`config.mk`:
```
export PLATFORM = sky130hd
export DESIGN_NAME = drive_fault_monitor
export DESIGN_NICKNAME = d
export VERILOG_FILES = /design/src/drive_fault_pkg.sv /design/src/persist_if.sv /design/src/persist_timer.sv /design/src/drive_fault_monitor.sv
export SDC_FILE = /design/constraint.sdc
export NUM_CORES = 1
export LEC_CHECK = 0
export BUFFER_PORTS_ARGS = -buffer_cell sky130_fd_sc_hd__buf_2
export CAP_MARGIN = 20
export CORE_MARGIN = 3
export CORE_UTILIZATION = 35
export CTS_CLUSTER_SIZE = 28
export DETAILED_ROUTE_END_ITERATION = 8
export PLACE_DENSITY = 0.53
export SETUP_SLACK_MARGIN = 0.15
export SLEW_MARGIN = 40
export SYNTH_ARGS = -nofsm -noshare
export SYNTH_HDL_FRONTEND = slang
export SYNTH_SLANG_ARGS = --single-unit
```
`constraint.sdc`:
```
create_clock -name clk_i -period 2.7 [get_ports clk_i]
set_input_delay 0.675 -clock clk_i [delete_from_list [all_inputs] [get_ports clk_i]]
set_output_delay 0.675 -clock clk_i [all_outputs]
set_load 0.05 [all_outputs]
```
`src/drive_fault_pkg.sv`:
```
// constants shared by the drive fault monitor and its persistence timers
`default_nettype none
package drive_fault_pkg;

  localparam int CLK_HZ = 50_000_000;
  localparam int MS_PER_S = 1000;
  localparam int MS_TICK_CYCLES = CLK_HZ / MS_PER_S;
  localparam int TIME_W = 16;

  localparam int STALL_TIME_S = 3;
  localparam logic [TIME_W-1:0] STALL_LIMIT_MS =
    TIME_W'(STALL_TIME_S * MS_PER_S);

  localparam logic [1:0] SEL_DETECT_MAX = 2'h2;
  localparam logic [2:0] CTRL_CLOSED_VF = 3'h1;
  localparam logic [2:0] CTRL_OPEN_VECTOR = 3'h2;
  localparam logic [2:0] CTRL_CLOSED_VECTOR = 3'h3;
  localparam logic [1:0] FBK_HANDLE_FAULT = 2'h2;

  localparam int NUM_EXT = 5;
  localparam int NUM_FAULTS = 11;
  localparam int NUM_TIMERS = 3;
  localparam int TMR_ENC = 0;
  localparam int TMR_SPD = 1;
  localparam int TMR_STALL = 2;

  localparam int IDX_ENC = 0;
  localparam int IDX_SPD = 1;
  localparam int IDX_SERVO = 2;
  localparam int IDX_STALL = 3;
  localparam int IDX_FBK = 4;
  localparam int IDX_OPT = 5;
  localparam int IDX_EXT3 = 6;

  // displayed code is fault index plus one, zero means no fault
  typedef logic [3:0] fault_code_t;
  localparam fault_code_t CODE_NONE = 4'h0;

endpackage
`default_nettype wire

```
`src/persist_if.sv`:
```
// condition, time base and expiry between monitor and persistence timer
`timescale 1ns/1ps
`default_nettype none
interface persist_if #(parameter int TW = 16);
  logic cond;
  logic tick;
  logic strict;
  logic [TW-1:0] limit;
  logic expired;
  modport owner (output cond, tick, strict, limit, input expired);
  modport timer (input cond, tick, strict, limit, output expired);
endinterface
`default_nettype wire

```
`src/persist_timer.sv`:
```
// counts time ticks while a condition holds, flags when the limit is reached, or passed if strict
`timescale 1ns/1ps
`default_nettype none
module persist_timer
  import drive_fault_pkg::*;
#(
  parameter int TW = TIME_W
) (
  input wire logic clk_i,
  input wire logic rst_b_i,
  persist_if.timer bus
);

  logic [TW-1:0] cnt_q;
  logic [TW-1:0] cnt_d;
  wire cnt_full = &cnt_q;
  wire over_limit = cnt_q > bus.limit;
  wire at_limit = cnt_q >= bus.limit;

  // any break in the condition restarts the count
  assign cnt_d = !bus.cond ? '0 :
                 (bus.tick && !cnt_full) ? cnt_q + TW'(1) : cnt_q;
  assign bus.expired = bus.cond && (bus.strict ? over_limit : at_limit);

  always_ff @(posedge clk_i or negedge rst_b_i) begin
    if (!rst_b_i) cnt_q <= '0;
    else cnt_q <= cnt_d;
  end
endmodule
`default_nettype wire

```
`src/drive_fault_monitor.sv`:
```
// drive fault monitor: detects, latches and reports drive fault codes
// Behaviour
// - encoder-open fault if enabled and no pulse for longer than loss time
// - speed-deviation fault if deviation above level longer than set time
// - zero-servo fault when position leaves held value during zero-servo
// - out-of-control fault after torque limit held 3 s in open-vector stop
// - feedback-loss fault when handling is 2 and feedback below loss level
// - option-card fault while card asserts its external fault indication
// - own external fault per terminal three to seven, programmed and active
`timescale 1ns/1ps
`default_nettype none
module drive_fault_monitor
  import drive_fault_pkg::*;
#(
  parameter int TICK_CYCLES = MS_TICK_CYCLES
) (
  input wire logic clk_i,
  input wire logic rst_b_i,
  input wire logic encoder_pulse_i,
  input wire logic [1:0] encoder_loss_select_i,
  input wire logic [2:0] control_method_select_i,
  input wire logic [TIME_W-1:0] encoder_loss_time_i,
  input wire logic [1:0] deviation_select_i,
  input wire logic [15:0] speed_deviation_i,
  input wire logic [15:0] deviation_level_i,
  input wire logic [TIME_W-1:0] deviation_time_i,
  input wire logic zero_servo_active_i,
  input wire logic [31:0] motor_position_i,
  input wire logic decel_stop_i,
  input wire logic torque_limit_i,
  input wire logic [1:0] feedback_loss_handling_i,
  input wire logic [15:0] pid_feedback_i,
  input wire logic [15:0] feedback_loss_level_i,
  input wire logic option_card_fault_i,
  input wire logic [NUM_EXT-1:0] ext_fault_terminal_i,
  input wire logic [NUM_EXT-1:0] ext_fault_program_i,
  input wire logic fault_reset_i,
  output logic [NUM_FAULTS-1:0] fault_flags_o,
  output logic [3:0] fault_code_o,
  output logic fault_active_o
);

  ////////////////////////////////////////////////////////////////////////////
  // pin synchronisers and encoder edge

  localparam int NSYNC = NUM_EXT + 2;
  logic [NSYNC-1:0] sync_a_q;
  logic [NSYNC-1:0] sync_b_q;
  logic enc_prev_q;

  always_ff @(posedge clk_i or negedge rst_b_i) begin
    if (!rst_b_i) begin
      sync_a_q <= '0;
      sync_b_q <= '0;
      enc_prev_q <= 1'b0;
    end else begin
      sync_a_q <= {ext_fault_terminal_i, option_card_fault_i, encoder_pulse_i};
      sync_b_q <= sync_a_q;
      enc_prev_q <= sync_b_q[0];
    end
  end

  wire enc_edge = sync_b_q[0] && !enc_prev_q;
  wire opt_fault_s = sync_b_q[1];
  wire [NUM_EXT-1:0] ext_term_s = sync_b_q[NSYNC-1:2];

  ////////////////////////////////////////////////////////////////////////////
  // millisecond time base

  localparam int TCW = $clog2(TICK_CYCLES + 1);
  logic [TCW-1:0] tick_cnt_q;
  wire tick_w = tick_cnt_q == TCW'(TICK_CYCLES - 1);

  always_ff @(posedge clk_i or negedge rst_b_i) begin
    if (!rst_b_i) tick_cnt_q <= '0;
    else tick_cnt_q <= tick_w ? '0 : tick_cnt_q + TCW'(1);
  end

  ////////////////////////////////////////////////////////////////////////////
  // detection enables and persistence timers

  wire closed_loop = (control_method_select_i == CTRL_CLOSED_VF) ||
                     (control_method_select_i == CTRL_CLOSED_VECTOR);
  wire enc_en = (encoder_loss_select_i <= SEL_DETECT_MAX) && closed_loop;
  wire spd_en = (deviation_select_i <= SEL_DETECT_MAX) && closed_loop;
  wire spd_over = speed_deviation_i > deviation_level_i;
  wire stall_cond = decel_stop_i && torque_limit_i &&
                    (control_method_select_i == CTRL_OPEN_VECTOR);

  persist_if #(.TW(TIME_W)) tmr_if [NUM_TIMERS] ();

  assign tmr_if[TMR_ENC].cond = enc_en && !enc_edge;
  assign tmr_if[TMR_ENC].strict = 1'b1;
  assign tmr_if[TMR_ENC].limit = encoder_loss_time_i;
  assign tmr_if[TMR_SPD].cond = spd_en && spd_over;
  assign tmr_if[TMR_SPD].strict = 1'b1;
  assign tmr_if[TMR_SPD].limit = deviation_time_i;
  assign tmr_if[TMR_STALL].cond = stall_cond;
  assign tmr_if[TMR_STALL].strict = 1'b0;
  assign tmr_if[TMR_STALL].limit = STALL_LIMIT_MS;

  genvar g;
  generate
    for (g = 0; g < NUM_TIMERS; g++) begin : g_tmr
      assign tmr_if[g].tick = tick_w;
      persist_timer #(.TW(TIME_W)) u_tmr (
        .clk_i(clk_i),
        .rst_b_i(rst_b_i),
        .bus(tmr_if[g])
      );
    end
  endgenerate

  ////////////////////////////////////////////////////////////////////////////
  // zero-servo position hold

  logic servo_arm_q;
  logic [31:0] hold_pos_q;

  always_ff @(posedge clk_i or negedge rst_b_i) begin
    if (!rst_b_i) begin
      servo_arm_q <= 1'b0;
      hold_pos_q <= '0;
    end else begin
      servo_arm_q <= zero_servo_active_i;
      if (zero_servo_active_i && !servo_arm_q) hold_pos_q <= motor_position_i;
    end
  end

  wire servo_moved = servo_arm_q && zero_servo_active_i &&
                     (motor_position_i != hold_pos_q);

  ////////////////////////////////////////////////////////////////////////////
  // raw fault conditions

  wire [NUM_FAULTS-1:0] cond_w;
  assign cond_w[IDX_ENC] = tmr_if[TMR_ENC].expired;
  assign cond_w[IDX_SPD] = tmr_if[TMR_SPD].expired;
  assign cond_w[IDX_SERVO] = servo_moved;
  assign cond_w[IDX_STALL] = tmr_if[TMR_STALL].expired;
  assign cond_w[IDX_FBK] =
    (feedback_loss_handling_i == FBK_HANDLE_FAULT) &&
    (pid_feedback_i < feedback_loss_level_i);
  assign cond_w[IDX_OPT] = opt_fault_s;
  assign cond_w[IDX_EXT3 +: NUM_EXT] =
    ext_term_s & ext_fault_program_i;

  ////////////////////////////////////////////////////////////////////////////
  // fault latches and code

  logic [NUM_FAULTS-1:0] latched_q;
  logic [NUM_FAULTS-1:0] latched_d;
  fault_code_t code_d;

  // a live condition always sets its flag, so the set wins over reset
  assign latched_d = cond_w | (fault_reset_i ? '0 : latched_q);

  always_comb begin
    code_d = CODE_NONE;
    for (int i = NUM_FAULTS - 1; i >= 0; i--) begin
      if (latched_d[i]) code_d = fault_code_t'(i + 1);
    end
  end

  always_ff @(posedge clk_i or negedge rst_b_i) begin
    if (!rst_b_i) begin
      latched_q <= '0;
      fault_code_o <= CODE_NONE;
    end else begin
      latched_q <= latched_d;
      fault_code_o <= code_d;
    end
  end

  assign fault_flags_o = latched_q;
  assign fault_active_o = |latched_q;
endmodule
`default_nettype wire

```
==> impl_metrics.py, run 1 <==
metrics = {
    "outcome": {
        "status": "completed",
    },
    "pwr": {
        "ir_drop_v": 0.0004207,
        "p_per_area_mw_per_mm2": 556.5,
        "comb_power_share_pct": 11.9,
        "p_clk_share_pct": 48.7,
        "p_int_mw": 3.994,
        "p_seq_share_pct": 39.3,
        "sw_frac_of_total_pct": 23.95,
        "p_leak_nw": 4.660,
        "finalPower_mw": 5.252,
        "power_switching_mw": 1.258,
    },
    "logic_synthesis": {
        "synth_top_family_by_area": "simple AND/OR/NAND/NOR gates",
        "synth.avg_cell_area_sq_um": 10.02,
        "synthCells": 738,
        "synth.top_cell.area_share_pct": 42.96,
        "ys_async_sr_fraction_pct": 100.0,
        "yosysSeqAreaShare_pct": 42.96,
        "synth-edff-count": 0,
        "post_synth_mux_area_share_pct": 5.277,
        "yosys_warnings": 0,
        "synthDistinctLibCells": 64,
        "synth_nets": 961,
        "synth_area_leaders": "dfrtp_1 (43%), ha_1 (12%), xor2_1 (6.7%)",
        "ys.flop_type": "dfrtp_1",
        "synthXorXnorAreaFrac_pct": 8.999,
        "synth_simple_gate_area_share_pct": 17.15,
        "netlist_area_sq_mm": 0.007397,
        "synth_largest_area_cell": "dfrtp_1",
        "synth-adder-area-share_pct": 11.50,
        "synth_compound_area_share_pct": 9.202,
        "ys_ff_latch": 127,
        "synth_top_cells_by_count": "dfrtp_1 (127), inv_1 (83), ha_1 (68)",
        "yosysMostFrequentCell": "dfrtp_1",
    },
    "hold_path": {
        "hold_path.class": "primary input to async pin",
    },
    "cts": {
        "cts_tree": "yes",
        "clock-sinks": 127,
        "htree_levels": 4,
        "path_clk_slew_ns": 0.06,
        "clockRootBuffer": "clkbuf_16",
        "clk_path_buf_depth": 2,
        "insertion_delay_ns": 0.41,
        "numCtsBuffers": 17,
    },
    "critical_path": {
        "cp.required_ns": 3.02,
        "reg2reg_depth": 8,
        "rrSetupSlack_ns": 0.29,
        "r2r_end": "fault_code_o[2]$_DFF_PN0_",
        "crit-reg2reg-launch": "g_tmr[1].u_tmr.cnt_q[11]$_DFFE_PN0P_",
        "worst-setup-path-type": "register to register",
        "crit_path_start_kind": "register",
        "worstPathMaxFanout": 5,
        "end_kind": "register",
        "worstPathArrival_ns": 2.74,
    },
    "sta": {
        "slew_headroom_pct": 60.07,
        "fin_crit_sh_pct": 89.28,
        "fin_skew_ns": 0.007085,
        "final_max_slew_viol_count": 0,
        "setup_ws_ns": 0.2893,
        "finalHoldViolations": 0,
        "rsz0062_at_grt": "false",
        "setup_violations": 0,
        "period_needed_ns": 2.411,
        "worst_pin_slew_ns": 0.5949,
        "fmax_mhz": 414.8,
        "fin_tns_setup_ns": 0,
    },
    "detailed_routing": {
        "finalWirelength_microns": 17340,
        "postRouteAntennaNets": 0,
        "drtPass1Iterations": 4,
        "routed_via_density": 4.810,
        "detail_route.wl_per_cell_microns": 14.15,
        "drt_iter0_drc": 164,
        "vias": 5892,
        "drc_errors": 0,
    },
    "floorplan": {
        "rows": 52,
        "fp.dieW_microns": 151.4,
        "die_h_microns": 151.4,
        "die_area_sq_mm": 0.02291,
        "start_util_pct": 36.09,
        "coreArea_sq_mm": 0.02049,
        "ioPinCount": 171,
    },
    "placement": {
        "place.gp.congestion": 0.7859,
        "dp_slack_ns": -0.1379,
        "hpwlAfterDp_microns": 13590,
        "placed_area_sq_mm": 0.008756,
        "port_buffers": 170,
    },
    "global_route": {
        "grt.total_usage_pct": 15.58,
        "grt_max_degree": 52,
        "antenna_found_initial": 5,
        "grt_pass1_vias": 5806,
        "grt_pass1_wl_microns": 28360,
        "gr-total-overflow": 0,
    },
    "layout": {
        "area_growth_pct": 27.57,
        "nets": 1164,
        "stdcell_area_sq_mm": 0.009437,
        "drive_gt1_share_pct": 29.35,
    },
    "flow_run": {
        "cap_viol_max_count": 0,
    },
}
-- sequential cells by signal, summed over array words and instances (netlist names) --
signal and count:
g_tmr.u_tmr.cnt_q 48, hold_pos_q 32, tick_cnt_q 16, fault_flags_o 11, sync_a_q 7, sync_b_q 7, fault_code_o 4, enc_prev_q 1
servo_arm_q 1
-- cell families (layout without fill, tap and decap cells) --
family                   count (synthesis)  in the layout
AO/OA/AOI/OAI                          104            104
XOR/XNOR                                76             76
adder cells (fa/ha/maj)                 68             68
buffers and inverters                   95            311
flip-flops                             127            127
multiplexers                            35             35
other                                    0              1
AND/OR/NAND/NOR                        233            233
-- metrics by stage --
stage               hold WS, ns  instances  utilization, %
floorplan                0.3312        738               -
global placement         0.3326       1192           42.72
detailed placement       0.3370       1192           42.72
CTS                      0.2430       1224           45.96
global route             0.2728       1225           46.04
finish                   0.2384       1225           46.04
-- worst max path at each step --
stage,endpoint,cells after the start,from
finish,fault_code_o[2]$_DFF_PN0_,8,g_tmr[1].u_tmr.cnt_q[11]$_DFFE_PN0P_
global route,fault_code_o[2]$_DFF_PN0_,8,g_tmr[1].u_tmr.cnt_q[11]$_DFFE_PN0P_
CTS,fault_code_o[2]$_DFF_PN0_,8,g_tmr[1].u_tmr.cnt_q[14]$_DFFE_PN0P_
detailed placement,fault_code_o[2]$_DFF_PN0_,10,deviation_time_i[14]
global placement,fault_code_o[2]$_DFF_PN0_,10,deviation_time_i[11]
floorplan,fault_code_o[2]$_DFF_PN0_,9,deviation_level_i[10]
-- worst max-delay path, stage by stage (launching register included) --
cell,delay (ns)
dfrtp_2,0.44
ha_1,0.32
a21oi_1,0.15
o21ai_0,0.12
a221oi_2,0.30
nor2_1,0.10
o211a_1,0.28
or3_1,0.42
nor3_1,0.20
-- cell type report --
class,count,area (sq um)
Sequential cell,127,3179
Clock inverter,13,211.5
Fill cell,1963,11060
Timing Repair Buffer,195,1066
Inverter,84,315.3
Multi-Input combinational cell,516,3871
Antenna cell,1,2.502
Clock buffer,19,452.9
Tap cell,270,337.8
-- power by group through the flow --
stage	registers (mW)	logic [mW]	clock network, mW
after global placement	2.10	0.631	0
final	2.07	0.626	2.56
after detailed placement	2.10	0.637	0
after global routing	2.08	0.708	2.71
after CTS	2.07	0.641	2.63
after floorplan	2.15	0.300	0
-- metal layers --
metal / part of all wire, % / track usage, % / up-vias
met4: 0.84 / 3.173 / 8
li1: - / - / 2983
met2: 46 / 24.67 / 89
met5: 0.21 / 0 / -
met3: 5.1 / 4.758 / 19
met1: 47 / 21.15 / 2793
-- placed cells by master (no fill, tap or decap), drive strengths merged, types with 5 or more instances in the layout --
| cell type | synthesis | routed |
|---|---|---|
| buf | 6 | 195 |
| dfrtp | 127 | 127 |
| inv | 83 | 83 |
| ha | 68 | 68 |
| nor2 | 61 | 61 |
| xor2 | 57 | 57 |
| nand2 | 43 | 43 |
| a21oi | 36 | 36 |
| mux2 | 32 | 32 |
| nand3 | 27 | 27 |
| nand4 | 27 | 27 |
| o21ai | 26 | 26 |
| xnor2 | 19 | 19 |
| clkbuf | 5 | 19 |
| or3 | 15 | 15 |
| and3 | 13 | 13 |
| nor3 | 12 | 12 |
| nor4 | 11 | 11 |
| clkinv | 1 | 8 |
| bufinv | 0 | 5 |
-- repair_timing --
item | in CTS | in global routing
gates resized for setup | 0 | 3
endpoints found under the setup margin | 0 | 4
hold buffers | 0 | 0
buffers inserted | 0 | 0
Power figures use the tool's default switching activity.
==> run 2: changes to the inputs <==
GPL_TIMING_DRIVEN = 0   (was not set)
==> run 2 against run 1 <==
Fmax about the same. Critical path depth stayed put. Hold slack gained 0.0088 ns. Sequential share of layout area rose by 0.63 points. Die area stayed put. Utilization shrank 0.83 points. Clock skew about the same. Largest power group unchanged. Highest routed layer is now met4.
==> impl_metrics.py, run 2 (same netlist as run 1, synthesis figures left out) <==
metrics = {
    "outcome": {
        "status": "completed",
    },
    "layout": {
        "largest_reg_flops": 48,
        "final_cell_mix": "buf_2 (171), dfrtp_1 (125), inv_1 (83)",
        "fin_cells": 1214,
        "layout_commonest_cell": "buf_2",
        "drive_gt1_share_pct": 27.86,
        "final_util_pct": 45.21,
        "antenna_cells": 0,
        "area_growth_pct": 25.27,
        "max_flop_register": "g_tmr.u_tmr.cnt_q",
        "nets": 1154,
        "reg_top3": "g_tmr.u_tmr.cnt_q x48, hold_pos_q x32, tick_cnt_q x16",
        "nFillCells": 2003,
    },
    "critical_path": {
        "end_kind": "register",
        "rrSetupSlack_ns": 0.29,
        "r2r_end": "fault_code_o[3]$_DFF_PN0_",
        "worst-setup-path-type": "register to register",
        "crit_path_start_kind": "register",
        "path_buf_inv": 0,
        "cp_top_family": "compound AO/OA/AOI/OAI gates",
        "crit-reg2reg-launch": "g_tmr[1].u_tmr.cnt_q[1]$_DFFE_PN0P_",
        "cpPeakStageDelay_ns": 0.44,
        "worstPathArrival_ns": 2.74,
        "crit_slowest_cell": "dfrtp_2",
        "worstPathCellList": "ha_1, nor2b_1, o211ai_1, a21oi_1, o311a_1, o211a_1, or3_4, nor3_2",
        "cp.required_ns": 3.03,
        "worstPathMaxFanout": 4,
        "reg2reg_depth": 8,
    },
    "detailed_routing": {
        "routed_via_density": 4.789,
        "drc_errors": 0,
        "detail_route.wl_per_cell_microns": 13.93,
        "postRouteAntennaNets": 0,
        "vias": 5814,
        "finalWirelength_microns": 16920,
        "drt_iter0_drc": 252,
        "drtPass1Iterations": 4,
    },
    "floorplan": {
        "coreArea_sq_mm": 0.02049,
        "fp.dieW_microns": 151.4,
        "start_util_pct": 36.09,
        "die_area_sq_mm": 0.02291,
        "die_h_microns": 151.4,
        "ioPinCount": 171,
        "rows": 52,
    },
    "sta": {
        "whs_ns": 0.2472,
        "final_max_slew_viol_count": 0,
        "rsz0062_at_grt": "true",
        "period_needed_ns": 2.408,
        "finalHoldViolations": 0,
        "fmax_mhz": 415.2,
        "slew_headroom_pct": 54.46,
        "fin_tns_setup_ns": 0,
        "fin_crit_sh_pct": 89.20,
        "fin_skew_ns": 0.006710,
        "setup_violations": 0,
        "worst_pin_slew_ns": 0.6785,
    },
    "cts": {
        "cts_tree": "yes",
        "clock-sinks": 127,
        "path_clk_slew_ns": 0.06,
        "clockRootBuffer": "clkbuf_16",
        "insertion_delay_ns": 0.41,
        "numCtsBuffers": 17,
        "holdBufCountCts": 0,
        "clk_path_buf_depth": 2,
        "htree_levels": 4,
    },
    "pwr": {
        "p_leak_nw": 4.533,
        "ir_drop_v": 0.0004660,
        "finalPower_mw": 4.913,
        "p_per_area_mw_per_mm2": 530.2,
    },
    "placement": {
        "hpwlAfterDp_microns": 13360,
        "dp_cells": 1180,
        "place.gp.congestion": 0.7879,
        "port_buffers": 170,
    },
    "global_route": {
        "grt.total_usage_pct": 15.52,
        "grt_pass1_wl_microns": 28170,
        "gr-total-overflow": 0,
        "antenna_found_initial": 0,
        "grt_max_degree": 72,
        "grt_pass1_vias": 5723,
    },
    "flow_run": {
        "cap_viol_max_count": 0,
    },
    "hold_path": {
        "hold_path.class": "primary input to async pin",
    },
}
-- run 2: worst max-delay path by stage --
stage,end,cells past startpoint,slack [ns],from
finish,fault_code_o[3]$_DFF_PN0_,8,0.29,g_tmr[1].u_tmr.cnt_q[1]$_DFFE_PN0P_
floorplan,fault_code_o[2]$_DFF_PN0_,9,0.22,deviation_level_i[10]
global placement,hold_pos_q[7]$_DFFE_PN0P_,1,-0.86,rst_b_i
detailed placement,fault_code_o[2]$_DFF_PN0_,8,-0.27,motor_position_i[26]
global route,fault_code_o[2]$_DFF_PN0_,8,0.15,g_tmr[1].u_tmr.cnt_q[1]$_DFFE_PN0P_
CTS,fault_code_o[2]$_DFF_PN0_,8,0.15,g_tmr[1].u_tmr.cnt_q[1]$_DFFE_PN0P_
-- run 2: per-layer routing --
layer  global-route usage [%]  share of wire (%)  wire length, microns
met1                    21.68                 49                  8244
met2                    24.38                 46                  7795
met3                    4.099                4.5                   768
met4                    3.037               0.64                   108
met5                        0                  0                     0
-- run 2: final cells by class --
class                      instances  area [sq um]  area share (%)
multi-input combinational        516          3877           41.84
tap                              270         337.8           3.646
inverter                          84         315.3           3.403
buffer                            11         48.80          0.5266
clock buffer                      19         432.9           4.672
clock inverter                    13         142.6           1.539
sequential                       127          3181           34.32
timing repair buffer             174         930.9           10.05
-- run 2: per-stage QoR --
stage	setup slack [ns]	instance area, sq um
floorplan	0.2186	7397
global placement	-0.8648	8586
detailed placement	-0.2739	8656
CTS	0.1529	9239
global route	0.1505	9266
finish	0.2915	9266
-- run 2: power by group --
group | switching [mW] | total (mW) | internal [mW] | leakage [nW]
sequential | 0.0611 | 2.07 | 2.00 | 1.62
clock | 0.871 | 2.23 | 1.36 | 0.265
combinational | 0.329 | 0.617 | 0.288 | 2.64
-- run 2: what timing repair did --
action                                 in CTS  in global routing
setup endpoints to repair                   1                 13
endpoints found under the hold margin       0                  0
pin swaps                                   1                  1
resized for setup                           0                  7
buffers inserted                            1                  1
-- run 2: worst register-to-register path: cells and delay by family, from the launching register on --
kind            cells  cell delay, ns
flops               1            0.44
simple gates        3            0.69
fa+ha+maj           1            0.29
compound gates      4            0.91
==> run 3: changes to the inputs <==
ABC_AREA = 1   (was not set)
PLACE_DENSITY = 0.52   (was 0.53)
==> run 3 against run 2 <==
Power up 2.0%. Setup slack better by 0.10 ns. Final cell count up 27%. Combinational power up 8.3%. Fmax up 4.5%. Clock power up 2%. Non-clock buffer count down 3. Via count up 20%.
==> impl_metrics.py, run 3 <==
metrics = {
    "logic_synthesis": {
        "synth_nets": 1251,
        "ys.flop_type": "dfrtp_1",
        "synthDistinctLibCells": 47,
        "netlist_area_sq_mm": 0.008227,
        "synth_area_leaders": "dfrtp_1 (39%), nand2_1 (11%), ha_1 (10%)",
        "synthCells": 1028,
        "synth_top_cells_by_count": "nand2_1 (232), inv_1 (169), dfrtp_1 (127)",
        "synth_largest_area_cell": "dfrtp_1",
        "ys_async_sr_fraction_pct": 100.0,
        "yosys_warnings": 0,
        "synth-edff-count": 0,
        "yosysMostFrequentCell": "nand2_1",
        "synth.top_cell.area_share_pct": 38.63,
        "ys_ff_latch": 127,
        "synth.avg_cell_area_sq_um": 8.003,
        "yosysSeqAreaShare_pct": 38.63,
    },
    "global_route": {
        "gr-total-overflow": 0,
        "grt_max_degree": 72,
        "grt.total_usage_pct": 15.85,
        "grt_pass1_wl_microns": 33110,
        "grt_pass1_vias": 6926,
        "antenna_found_initial": 0,
    },
    "sta": {
        "period_needed_ns": 2.305,
        "finalHoldViolations": 0,
        "whs_ns": 0.1611,
        "fin_tns_setup_ns": 0,
        "rsz0062_at_grt": "false",
        "fmax_mhz": 433.9,
        "fin_crit_sh_pct": 85.35,
        "setup_violations": 0,
        "worst_pin_slew_ns": 0.5908,
        "final_max_slew_viol_count": 0,
        "slew_headroom_pct": 60.48,
        "fin_skew_ns": 0.01154,
    },
    "layout": {
        "nets": 1441,
        "antenna_cells": 0,
        "largest_reg_flops": 48,
        "final_cell_mix": "nand2_1 (232), buf_2 (170), inv_1 (169)",
        "max_flop_register": "g_tmr.u_tmr.cnt_q",
        "final_util_pct": 44.22,
        "layout_commonest_cell": "nand2_1",
        "reg_top3": "g_tmr.u_tmr.cnt_q x48, hold_pos_q x32, tick_cnt_q x16",
        "drive_gt1_share_pct": 22.18,
        "stdcell_area_sq_mm": 0.01010,
        "area_growth_pct": 22.80,
    },
    "floorplan": {
        "coreArea_sq_mm": 0.02285,
        "rows": 55,
        "die_h_microns": 159.3,
        "start_util_pct": 36.01,
        "ioPinCount": 171,
        "die_area_sq_mm": 0.02538,
        "fp.dieW_microns": 159.3,
    },
    "cts": {
        "insertion_delay_ns": 0.42,
        "clockRootBuffer": "clkbuf_16",
        "numCtsBuffers": 17,
        "clock-sinks": 127,
        "path_clk_slew_ns": 0.07,
        "cts_tree": "yes",
        "htree_levels": 4,
        "clk_path_buf_depth": 2,
    },
    "pwr": {
        "p_clk_share_pct": 45.5,
        "ir_drop_v": 0.0004167,
        "sw_frac_of_total_pct": 27.63,
        "p_int_mw": 3.625,
        "p_per_area_mw_per_mm2": 495.9,
        "p_seq_share_pct": 41.1,
        "power_switching_mw": 1.384,
        "p_leak_nw": 5.180,
        "comb_power_share_pct": 13.3,
    },
    "critical_path": {
        "worstPathMaxFanout": 3,
        "crit_path_start_kind": "register",
        "end_kind": "primary output",
        "cp.required_ns": 2.03,
        "worst-setup-path-type": "register to primary output",
        "rrSetupSlack_ns": 0.53,
        "worstPathArrival_ns": 1.63,
    },
    "placement": {
        "port_buffers": 170,
        "placed_area_sq_mm": 0.009513,
        "hpwlAfterDp_microns": 15280,
        "place.gp.congestion": 0.8140,
    },
    "detailed_routing": {
        "drt_iter0_drc": 253,
        "detail_route.wl_per_cell_microns": 12.56,
        "vias": 6991,
        "drtPass1Iterations": 7,
        "postRouteAntennaNets": 0,
        "routed_via_density": 4.528,
        "drc_errors": 0,
        "finalWirelength_microns": 19390,
    },
    "hold_path": {
        "hold_path.class": "primary input to async pin",
    },
    "outcome": {
        "status": "completed",
    },
    "flow_run": {
        "cap_viol_max_count": 0,
    },
}
run 3: area by class of cell:
| type | count | area, sq um |
|---|---|---|
| Buffer | 11 | 68.82 |
| Clock buffer | 18 | 439.2 |
| Clock inverter | 14 | 143.9 |
| Fill cell | 2372 | 12740 |
| Inverter | 177 | 671.9 |
| Multi-Input combinational cell | 713 | 4320 |
| Sequential cell | 127 | 3178 |
| Tap cell | 313 | 391.6 |
| Timing Repair Buffer | 171 | 888.4 |
run 3: power by group through the flow:
| stage | clock, mW | combinational, mW | sequential [mW] |
|---|---|---|---|
| global placement | 0 | 0.665 | 2.09 |
| CTS | 2.34 | 0.684 | 2.06 |
| detailed placement | 0 | 0.682 | 2.10 |
| global route | 2.43 | 0.767 | 2.07 |
| floorplan | 0 | 0.353 | 2.15 |
| finish | 2.28 | 0.668 | 2.06 |
run 3: through the flow:
step	power [mW]	cells	setup WS [ns]
floorplan	2.500	1028	0.5348
finish	5.010	1544	0.3954
global route	5.270	1544	0.2631
CTS	5.090	1544	0.2131
detailed placement	2.778	1512	0.1364
global placement	2.758	1511	-0.9525
run 3: repair_timing:
| item | in CTS | in global routing |
|---|---|---|
| buffers inserted | 0 | 0 |
| hold buffers | 0 | 0 |
| setup endpoints to repair | 0 | 1 |
| resized for setup | 0 | 1 |
run 3: path summary, 6_finish.rpt:
check / cells past startpoint / endpoint / start
worst max-delay path: 3 / fault_active_o / fault_flags_o[3]$_DFF_PN0_
worst min-delay path: 1 / g_tmr[0].u_tmr.cnt_q[13]$_DFFE_PN0P_ / rst_b_i
worst max register to register: 10 / fault_code_o[2]$_DFF_PN0_ / g_tmr[1].u_tmr.cnt_q[15]$_DFFE_PN0P_
worst min register to register: 0 / sync_b_q[1]$_DFF_PN0_ / sync_a_q[1]$_DFF_PN0_
max in group asynchronous: 2 / g_tmr[1].u_tmr.cnt_q[1]$_DFFE_PN0P_ / rst_b_i
min in group clk_i: 0 / sync_b_q[1]$_DFF_PN0_ / sync_a_q[1]$_DFF_PN0_
run 3: critical path, stage by stage, from the launching register on:
cell	delay [ns]
dfrtp_1	0.40
nor4_2	0.46
nand3_1	0.11
buf_2	0.23
run 3: cell families (layout without fill, tap and decap cells):
family	count (synthesis)	in the layout	share of synthesized area, %
buffers and inverters	188	391	9.004
XOR/XNOR	52	52	5.536
flip-flops	127	127	38.63
AO/OA/AOI/OAI	115	115	8.015
AND/OR/NAND/NOR	454	454	25.19
adder cells (fa/ha/maj)	68	68	10.34
multiplexers	24	24	3.285
run 3: per-layer routing:
layer | global-route usage (%) | vias up | wire length, microns
met1 | 20.73 | 3165 | 9020
met2 | 26.76 | 95 | 9619
met5 | 0 | - | 0
li1 | - | 3712 | -
met3 | 2.680 | 19 | 495
met4 | 5.173 | 0 | 251
